[src/core/wdtit_params.svh]
// Constants for the watchdog / interval timer: offsets, keys, resets, timing
`ifndef WDTIT_PARAMS_SVH
`define WDTIT_PARAMS_SVH

// Word indices on the register bus; byte address is four times the index
`define WDTIT_IDX_COUNT 2'h0
`define WDTIT_IDX_CTRL 2'h1
`define WDTIT_IDX_RSTCTRL 2'h2

// Upper-byte keys that make a word write take effect
`define WDTIT_KEY_COUNT 8'h5a
`define WDTIT_KEY_CTRL 8'ha5
`define WDTIT_KEY_CHIP_RESET_ENABLE 8'h5a
`define WDTIT_KEY_WATCHDOG_OVERFLOW_FLAG 8'ha5

// Field positions in the low data byte
`define WDTIT_BIT_OVF 7
`define WDTIT_BIT_MODE 6
`define WDTIT_BIT_RUN 5
`define WDTIT_BIT_CHIP_RESET_ENABLE 6
`define WDTIT_BIT_SPARE 5

// Reset values
`define WDTIT_COUNT_RST 8'h00
`define WDTIT_RSTCTRL_RST 8'h1f
`define WDTIT_CTRL_ONES 2'h3
`define WDTIT_RSTCTRL_ONES 5'h1f

// Pulse lengths in system clock states
`define WDTIT_PIN_LEN_CHIP_RESET_ENABLE 8'd132
`define WDTIT_PIN_LEN_NORST 8'd130
`define WDTIT_CHIPRST_LEN 10'd518

`endif

[src/core/wdtit_pkg.sv]
// Types shared by the watchdog / interval timer
package wdtit_pkg;

    typedef enum logic
    {
        WDTIT_MODE_INTERVAL = 1'b0,
        WDTIT_MODE_WATCHDOG = 1'b1
    } wdtit_mode_type;

    typedef struct packed
    {
        logic ovf;
        wdtit_mode_type mode;
        logic run;
        logic [2:0] cks;
    } wdtit_ctrl_type;

    typedef struct packed
    {
        logic watchdog_overflow_flag;
        logic chip_reset_enable;
        logic spare;
    } wdtit_rstctrl_type;

endpackage : wdtit_pkg

[src/core/wdtit_top.sv]
// Watchdog / interval timer with Avalon-MM register slave
//
// The register offsets and the Avalon-MM interface to the registers were decided locally.
`timescale 1ns/1ps
`include "wdtit_params.svh"

// Functional notes
// - An 8-bit up-counter that software can read and write.
// - Run enable starts counting; clearing it stops and zeroes the counter.
// - Control bit 6 selects interval (0) or watchdog (1) operation.
// - Interval mode: wrap from ff to 00 sets the overflow flag.
// - Interval mode: each overflow raises the interval interrupt request.
// - Watchdog mode: overflow drives the active-low overflow pin.
// - Overflow flag clears by writing 0 only after reading it as one.
// - Internal reset from watchdog overflow clears the overflow flag.
// - Clock select picks system clock divided by 2 up to 131072.
// - Reserved bits read as one and ignore writes.
// - Reset control register resets to 1f only on the external reset.
// - Watchdog flag sets on overflow in watchdog mode only.
// - Watchdog flag clears by writing 0 after reading it as one.
// - Chip reset enable makes watchdog overflow reset the whole chip.
// - Without chip reset, overflow resets only counter and control register.
// - Reset control bit 5 is plain storage, reset zero, no effect.
// - Pin low 132 states with chip reset, else 130; reset 518 states.
// - While pin low, writes ignored and watchdog flag reads not counted.
module wdtit_top
(
    input wire logic ref_clk,
    input wire logic sys_rst,
    input wire logic clk_en,
    input wire logic [1:0] avs_address,
    input wire logic avs_read,
    input wire logic avs_write,
    input wire logic [31:0] avs_writedata,
    input wire logic [3:0] avs_byteenable,
    output logic [31:0] avs_readdata,
    output logic avs_waitrequest,
    output logic overflow_out_n,
    output logic interval_irq,
    output logic chip_reset_out
);
    import wdtit_pkg::*;

    wdtit_ctrl_type ctrl_q;
    wdtit_rstctrl_type rstctrl_q;
    logic [7:0] timer_counter_q;
    logic [16:0] prescale_q;
    logic waitreq_q;
    logic [31:0] readdata_q;
    logic ovf_armed_q;
    logic watchdog_overflow_flag_armed_q;
    logic overflow_out_n_q;
    logic [7:0] pin_cnt_q;
    logic chip_reset_q;
    logic [9:0] chiprst_cnt_q;
    logic interval_irq_q;
    logic ovf_d;
    logic tick;
    logic access;
    logic wr_ok;
    logic count_wr;
    logic ctrl_wr;
    logic chip_reset_enable_wr;
    logic watchdog_overflow_flag_clr;
    logic ctrl_rd;
    logic rstctrl_rd;
    logic ovf_event;
    logic wd_event;
    logic it_event;
    logic [7:0] ctrl_byte;
    logic [7:0] rstctrl_byte;

    // Tap of the prescaler that gives division by 2, 64 ... 131072
    function automatic logic tap_tick(input logic [2:0] sel, input logic [16:0] pre);
        logic t;
        t = 1'b0;
        unique case (sel)
            3'h0: t = pre[0];
            3'h1: t = &pre[5:0];
            3'h2: t = &pre[6:0];
            3'h3: t = &pre[8:0];
            3'h4: t = &pre[10:0];
            3'h5: t = &pre[12:0];
            3'h6: t = &pre[14:0];
            3'h7: t = &pre[16:0];
        endcase
        return t;
    endfunction

    assign tick = tap_tick(ctrl_q.cks, prescale_q);
    assign ctrl_byte = {ctrl_q.ovf, ctrl_q.mode, ctrl_q.run, `WDTIT_CTRL_ONES, ctrl_q.cks};
    assign rstctrl_byte = {rstctrl_q.watchdog_overflow_flag, rstctrl_q.chip_reset_enable, rstctrl_q.spare,
        `WDTIT_RSTCTRL_ONES};

    // Bus access completes on the edge where waitrequest is seen low
    assign access = clk_en && (avs_read || avs_write) && !waitreq_q;
    // Byte writes are dropped; the key byte guards against runaway stores
    assign wr_ok = access && avs_write && (avs_byteenable[1:0] == 2'h3)
        && overflow_out_n_q;
    assign count_wr = wr_ok && avs_address == `WDTIT_IDX_COUNT
        && avs_writedata[15:8] == `WDTIT_KEY_COUNT;
    assign ctrl_wr = wr_ok && avs_address == `WDTIT_IDX_CTRL
        && avs_writedata[15:8] == `WDTIT_KEY_CTRL;
    assign chip_reset_enable_wr = wr_ok && avs_address == `WDTIT_IDX_RSTCTRL
        && avs_writedata[15:8] == `WDTIT_KEY_CHIP_RESET_ENABLE;
    assign watchdog_overflow_flag_clr = wr_ok && avs_address == `WDTIT_IDX_RSTCTRL
        && avs_writedata[15:8] == `WDTIT_KEY_WATCHDOG_OVERFLOW_FLAG && !avs_writedata[`WDTIT_BIT_OVF];
    assign ctrl_rd = access && avs_read && avs_address == `WDTIT_IDX_CTRL;
    assign rstctrl_rd = access && avs_read && avs_address == `WDTIT_IDX_RSTCTRL
        && overflow_out_n_q;

    // A counter write in the same cycle wins over the increment
    assign ovf_event = clk_en && ctrl_q.run && tick && timer_counter_q == 8'hff && !count_wr;
    assign wd_event = ovf_event && ctrl_q.mode == WDTIT_MODE_WATCHDOG;
    assign it_event = ovf_event && ctrl_q.mode == WDTIT_MODE_INTERVAL;

    always_comb
    begin
        ovf_d = ctrl_q.ovf;
        if (it_event)
            ovf_d = 1'b1;
        else if (wd_event)
            ovf_d = 1'b0;
        else if (ctrl_wr && !avs_writedata[`WDTIT_BIT_OVF] && ovf_armed_q)
            ovf_d = 1'b0;
    end

    always_ff @(posedge ref_clk or posedge sys_rst)
    begin
        if (sys_rst)
        begin
            waitreq_q <= 1'b1;
            readdata_q <= 32'h0000_0000;
        end
        else if (clk_en)
        begin
            waitreq_q <= !((avs_read || avs_write) && waitreq_q);
            if (avs_read && waitreq_q)
            begin
                unique case (avs_address)
                    `WDTIT_IDX_COUNT: readdata_q <= {24'h00_0000, timer_counter_q};
                    `WDTIT_IDX_CTRL: readdata_q <= {24'h00_0000, ctrl_byte};
                    `WDTIT_IDX_RSTCTRL: readdata_q <= {24'h00_0000, rstctrl_byte};
                    default: readdata_q <= 32'h0000_0000;
                endcase
            end
        end
    end

    always_ff @(posedge ref_clk or posedge sys_rst)
    begin
        if (sys_rst)
            prescale_q <= 17'h0_0000;
        else if (clk_en)
        begin
            // Held at zero while stopped so the first interval is exact
            if (!ctrl_q.run)
                prescale_q <= 17'h0_0000;
            else
                prescale_q <= prescale_q + 17'h0_0001;
        end
    end

    always_ff @(posedge ref_clk or posedge sys_rst)
    begin
        if (sys_rst)
            timer_counter_q <= `WDTIT_COUNT_RST;
        else if (clk_en)
        begin
            if (wd_event || !ctrl_q.run)
                timer_counter_q <= `WDTIT_COUNT_RST;
            else if (count_wr)
                timer_counter_q <= avs_writedata[7:0];
            else if (tick)
                timer_counter_q <= timer_counter_q + 8'h01;
        end
    end

    always_ff @(posedge ref_clk or posedge sys_rst)
    begin
        if (sys_rst)
        begin
            ctrl_q <= '0;
            ovf_armed_q <= 1'b0;
            interval_irq_q <= 1'b0;
        end
        else if (clk_en)
        begin
            interval_irq_q <= ovf_d;
            ctrl_q.ovf <= ovf_d;
            if (wd_event)
            begin
                // Control register returns to its reset state on watchdog overflow
                ctrl_q.mode <= WDTIT_MODE_INTERVAL;
                ctrl_q.run <= 1'b0;
                ctrl_q.cks <= 3'h0;
                ovf_armed_q <= 1'b0;
            end
            else
            begin
                if (ctrl_wr)
                begin
                    ctrl_q.mode <= wdtit_mode_type'(avs_writedata[`WDTIT_BIT_MODE]);
                    ctrl_q.run <= avs_writedata[`WDTIT_BIT_RUN];
                    ctrl_q.cks <= avs_writedata[2:0];
                end
                // Arm from the byte handed to software, not the live flag, which may have just set
                if (ctrl_wr)
                    ovf_armed_q <= 1'b0;
                else if (ctrl_rd && readdata_q[`WDTIT_BIT_OVF])
                    ovf_armed_q <= 1'b1;
            end
        end
    end

    // Only the external reset touches this register; the chip reset leaves it
    always_ff @(posedge ref_clk or posedge sys_rst)
    begin
        if (sys_rst)
        begin
            rstctrl_q <= '0;
            watchdog_overflow_flag_armed_q <= 1'b0;
        end
        else if (clk_en)
        begin
            if (wd_event)
                rstctrl_q.watchdog_overflow_flag <= 1'b1;
            else if (watchdog_overflow_flag_clr && watchdog_overflow_flag_armed_q)
                rstctrl_q.watchdog_overflow_flag <= 1'b0;
            if (chip_reset_enable_wr)
            begin
                rstctrl_q.chip_reset_enable <= avs_writedata[`WDTIT_BIT_CHIP_RESET_ENABLE];
                rstctrl_q.spare <= avs_writedata[`WDTIT_BIT_SPARE];
            end
            if (watchdog_overflow_flag_clr || wd_event)
                watchdog_overflow_flag_armed_q <= 1'b0;
            else if (rstctrl_rd && readdata_q[`WDTIT_BIT_OVF])
                watchdog_overflow_flag_armed_q <= 1'b1;
        end
    end

    always_ff @(posedge ref_clk or posedge sys_rst)
    begin
        if (sys_rst)
        begin
            overflow_out_n_q <= 1'b1;
            pin_cnt_q <= 8'h00;
        end
        else if (clk_en)
        begin
            if (wd_event)
            begin
                overflow_out_n_q <= 1'b0;
                pin_cnt_q <= rstctrl_q.chip_reset_enable ? `WDTIT_PIN_LEN_CHIP_RESET_ENABLE - 8'd1
                    : `WDTIT_PIN_LEN_NORST - 8'd1;
            end
            else if (pin_cnt_q != 8'h00)
                pin_cnt_q <= pin_cnt_q - 8'h01;
            else
                overflow_out_n_q <= 1'b1;
        end
    end

    always_ff @(posedge ref_clk or posedge sys_rst)
    begin
        if (sys_rst)
        begin
            chip_reset_q <= 1'b0;
            chiprst_cnt_q <= 10'h000;
        end
        else if (clk_en)
        begin
            if (wd_event && rstctrl_q.chip_reset_enable)
            begin
                chip_reset_q <= 1'b1;
                chiprst_cnt_q <= `WDTIT_CHIPRST_LEN - 10'd1;
            end
            else if (chiprst_cnt_q != 10'h000)
                chiprst_cnt_q <= chiprst_cnt_q - 10'h001;
            else
                chip_reset_q <= 1'b0;
        end
    end

    assign avs_readdata = readdata_q;
    assign avs_waitrequest = waitreq_q;
    assign overflow_out_n = overflow_out_n_q;
    assign interval_irq = interval_irq_q;
    assign chip_reset_out = chip_reset_q;

    // Checking helpers: measured pulse widths and the width expected for the overflow pin
    logic [9:0] pin_low_len_q;
    logic [9:0] chip_len_q;
    logic [9:0] pin_expect_q;

    always_ff @(posedge ref_clk or posedge sys_rst)
    begin
        if (sys_rst)
        begin
            pin_low_len_q <= 10'h000;
            chip_len_q <= 10'h000;
            pin_expect_q <= 10'h000;
        end
        else if (clk_en)
        begin
            if (wd_event)
                pin_expect_q <= rstctrl_q.chip_reset_enable ? 10'd132 : 10'd130;
            pin_low_len_q <= overflow_out_n_q ? 10'h000 : pin_low_len_q + 10'h001;
            chip_len_q <= chip_reset_q ? chip_len_q + 10'h001 : 10'h000;
        end
    end
endmodule // wdtit_top

[config.mk]
export PLATFORM = sky130hd
export DESIGN_NAME = wdtit_top
export DESIGN_NICKNAME = d
export VERILOG_FILES = /design/src/core/wdtit_pkg.sv /design/src/core/wdtit_top.sv
export VERILOG_INCLUDE_DIRS = /design/src /design/src/core
export SDC_FILE = /design/constraint.sdc
export NUM_CORES = 1
export LEC_CHECK = 0
export BUFFER_PORTS_ARGS = -buffer_cell sky130_fd_sc_hd__buf_4
export CAP_MARGIN = 20
export CORE_ASPECT_RATIO = 0.6
export CORE_MARGIN = 4
export CORE_UTILIZATION = 55
export DETAILED_ROUTE_END_ITERATION = 10
export GPL_TIMING_DRIVEN = 0
export PLACE_DENSITY = 0.86
export SLEW_MARGIN = 25
export SYNTH_ARGS = -nofsm -noshare
export SYNTH_HDL_FRONTEND = slang
export SYNTH_SLANG_ARGS = --single-unit
export TNS_END_PERCENT = 30
[constraint.sdc]
create_clock -name ref_clk -period 6.15 [get_ports ref_clk]
set_clock_uncertainty 0.05 [all_clocks]
set_input_delay 0 -clock ref_clk [delete_from_list [all_inputs] [get_ports ref_clk]]
set_output_delay 0 -clock ref_clk [all_outputs]
set_load 0.02 [all_outputs]
==> reports/summary.log <==
qor: status.status completed
qor: sta.tns_setup 0 ns
qor: yosys.synthArstFlopShare 100.0%
qor: grt.grt.met3_usage 9.693%
qor: yosys.yosys-top-cells-count dfrtp_1 (63), nand2_1 (63), o21ai_0 (54), nor2_1 (28), buf_4 (25)
qor: die.floorplan.initialDensity 57.39%
qor: min_path.hp-class in -> reg
qor: power.p_sw_share 30.85%
qor: clock_tree.post-cts-setup-buffer-count 0
qor: sta.finalCritPeriodShare 56.12%
qor: yosys.synth_cell_types 60
qor: yosys.synth.largest_area_cell dfrtp_1
qor: routing.drc 0
qor: grt.first_pass_grt_wire_length 17140 microns
qor: routing.firstDrtPassIters 6
qor: min_path.holdPathStages 3
qor: sta.timing_max_transition_violations_final 0
qor: grt.grt_overflow 0
qor: power.total_power_after_layout 1.290 mW
qor: routing.detail_route.iter0.violations 532
qor: power.cell_internal_pwr 891.8 uW
qor: sta.rsz_0062_raised_after_global_routing no
qor: clock_tree.numCtsBuffers 9
qor: placed_design.dp_cells 585
qor: yosys.syn-mean-instance-area 8.861 sq um
qor: setup_path.worstSetupStartpointType register
qor: yosys.synthCells 438
qor: clock_tree.path_clk_slew 0.05 ns
qor: setup_path.critPathMaxFanout 10
qor: yosys.synth_top_flop_cell dfrtp_1
qor: yosys.yosysTopAreaCellShare 40.62%
qor: yosys.synth.area.top_cells dfrtp_1 (41%), o21ai_0 (7.0%), nand2_1 (6.1%), buf_4 (4.8%), ha_1 (3.5%)
qor: yosys.yosys_register_bits 65
qor: grt.grt_util_all_layers 26.32%
qor: routing.wirelength 10510 microns
qor: grt.grt_start_max_net_pins 41
qor: sta.fmaxAchievable 0.2897 GHz
qor: power.seq_power_share 43.3%
qor: grt.groute.layer.met1.usage 37.80%
qor: grt.grt_busiest_layer met1
qor: sta.final.min_clock_period 3.451 ns
qor: clock_tree.tritoncts built
qor: sta.final_critical_path_setup_slack 2.699 ns
qor: clock_tree.cts_root_buf clkbuf_16
qor: die.placeableCoreArea 0.006763 sq mm
qor: placed_design.place_congestion 0.9620
qor: setup_path.critical_path.top_delay_family simple AND/OR/NAND/NOR gates
qor: grt.antenna_found_initial 0
qor: clock_tree.numClockSinks 65
qor: placed_design.place_ws 2.785 ns
qor: die.die_width 116.5 microns
qor: placed_design.dp_hpwl 7705 microns
qor: setup_path.crit_path_top_delay_cell a211oi_4
qor: yosys.synth_sequential_area_ratio 41.97%
qor: setup_path.delay_of_the_slowest_critical_path_stage 0.46 ns
qor: layout.post_layout_nonfiller_instances 611
qor: routing.drt-wirelength-per-cell 17.20 microns
qor: setup_path.timing.critical_path.arrival 3.61 ns
qor: routing.num_vias 3632
qor: layout.drive_above_1_share 17.94%
qor: sta.final_hold_viol_count 0
qor: power.netSwitchingPower 397.8 uW
qor: routing.antenna_nets_post_route 0
qor: setup_path.critical_path.endpoint_type register
qor: power.total_leakage_power 2.241 nW
qor: grt.number_of_global_route_vias_before_repair 3430
qor: clock_tree.insertion_delay 0.34 ns
qor: setup_path.crit_cells 15
qor: sta.actual_slew_at_the_worst_max_slew_pin 0.6835 ns
qor: die.fp.dieArea 0.008509 sq mm
qor: clock_tree.cts-resized-gates 0
qor: power.share_clk_of_total_power 35.8%
qor: clock_tree.clock_tree.htree_level_count 3
qor: clock_tree.cts.path.max_buffers 2
qor: setup_path.criticalPathCategory reg -> reg
qor: setup_path.path_cells ha_1 > nand3_1 > nor3_1 > and3_1 > nand2_1 > nor2_1 > ha_1 > mux2_2 > a31oi_1 > o31a_4 > a211oi_4 > buf_2 > o21ai_0 > nand2_1 > o21ai_0
qor: die.fp-row-count 23
qor: sta.finalSetupViolations 0
qor: clock_tree.cts-hold-fix-buffers 11
qor: power.power_density 272.0 mW/mm^2
qor: yosys.synth-edff-count 0
qor: setup_path.r2r.worst_path.cells 15
qor: power.vdd.ir_drop.worst 0.1856 mV
qor: power.share_comb_of_total_power 20.9%
qor: setup_path.sum_of_buffers_and_inverters_on_the_critical_path 1
qor: die.io-pin-count 79
qor: yosys.yosysWarningCount 0
qor: grt.grt_util_met2 37.33%
qor: layout.area_delta_synth_final 22.18%
qor: die.die_height 73.07 microns
qor: routing.post_drt_via_cell_ratio 5.944
qor: setup_path.required 6.31 ns
qor: placed_design.port-buffer-count 36
qor: flow_run.max_capacitance_violation_count 0
qor: layout.nets 574
qor: sta.maxSlewHeadroom 54.01%
qor: yosys.syn-cell-area 0.003881 sq mm
qor: layout.antenna-diode-count 0
## worst min-delay path, cell delays in order
cell and delay [ns]:
buf_4 0.10, ha_1 0.18, o31ai_1 0.09
## final cells by class
| type | count | area, sq um |
|---|---|---|
| Sequential cell | 65 | 1629 |
| Fill cell | 505 | 2021 |
| Tap cell | 87 | 108.9 |
| Multi-Input combinational cell | 337 | 2022 |
| Clock buffer | 11 | 242.7 |
| Clock inverter | 4 | 20.02 |
| Inverter | 21 | 81.33 |
| Buffer | 38 | 237.7 |
| Timing Repair Buffer | 48 | 400.4 |
## cells in the final DEF (no fill, tap or decap), types with 3 or more instances in the layout
| master | netlist | routed |
|---|---|---|
| a21oi_1 | 14 | 14 |
| nor4_1 | 6 | 6 |
| nand2_1 | 63 | 63 |
| nand2b_1 | 7 | 7 |
| a22o_1 | 3 | 3 |
| o21ai_0 | 54 | 54 |
| a222oi_1 | 3 | 3 |
| a31oi_1 | 3 | 3 |
| nor3_1 | 14 | 14 |
| clkbuf_1 | 10 | 11 |
| conb_1 | 1 | 24 |
| dlygate4sd3_1 | 0 | 11 |
| buf_4 | 25 | 61 |
| o2bb2ai_1 | 3 | 3 |
| inv_1 | 21 | 20 |
| clkinv_2 | 0 | 4 |
| o31ai_1 | 12 | 12 |
| clkbuf_16 | 0 | 9 |
| mux2_2 | 3 | 3 |
| nand3_1 | 15 | 15 |
| and3_1 | 7 | 7 |
| ha_1 | 11 | 11 |
| dfrtp_1 | 63 | 63 |
| mux2i_1 | 9 | 9 |
| a221oi_1 | 3 | 3 |
| nor2_1 | 28 | 28 |
| nand4_1 | 5 | 5 |
| or3_1 | 6 | 6 |
| xnor2_1 | 3 | 3 |
## power by group through the flow
stage,clock network (mW),logic (mW),registers [mW]
floorplan,0,0.176,0.556
global placement,0,0.243,0.556
detailed placement,0,0.261,0.560
CTS,0.469,0.268,0.555
global route,0.491,0.302,0.565
finish,0.462,0.270,0.558
## registers in the layout (all words and copies together) (netlist names)
signal / count
ovf_armed_q: 1
watchdog_overflow_flag_armed_q: 1
avs_waitrequest: 1
chip_reset_out: 1
pin_cnt_q: 8
rstctrl_byte: 3
ctrl_byte: 5
timer_counter_q: 8
interval_irq: 1
overflow_out_n: 1
prescale_q: 17
chiprst_cnt_q: 10
avs_readdata: 8
## logic make-up (layout without fill, tap and decap cells)
logic type	after synthesis	after routing	share of synthesized area (%)
AND/OR/NAND/NOR	174	174	23.18
AO/OA/AOI/OAI	113	113	19.18
flip-flops	65	65	41.97
buffers and inverters	59	122	8.156
multiplexers	12	12	3.192
adder cells (fa/ha/maj)	11	11	3.546
XOR/XNOR	3	3	0.6771
other	1	24	0.09662
## per-layer routing
layer / wire length [microns] / part of all wire, %
met5: 0 / 0
met4: 130 / 1.2
met3: 1133 / 11
met2: 4559 / 43
met1: 4687 / 45
## metrics by stage
stage | hold WS (ns) | utilization, % | cell area (sq um)
after global routing | 0.04984 | 70.12 | 4742
after detailed placement | -0.04584 | 64.61 | 4369
after global placement | 0.1578 | 64.27 | 4347
after floorplan | 0.06599 | - | 3968
final | 0.02426 | 70.12 | 4742
after CTS | 0.005877 | 70.12 | 4742
## path summary, 6_finish.rpt
check	start	to	slack, ns
setup / recovery	prescale_q[0]	pin_cnt_q[2]	2.70
min in group asynchronous	sys_rst	chiprst_cnt_q[3]	0.15
max in group asynchronous	sys_rst	prescale_q[16]	5.38
hold reg to reg	avs_readdata[1]	avs_readdata[1]	0.43
hold / removal	avs_address[1]	avs_readdata[3]	0.02
setup reg to reg	prescale_q[0]	pin_cnt_q[2]	2.70
No activity file was read; power rests on OpenSTA's default activity.
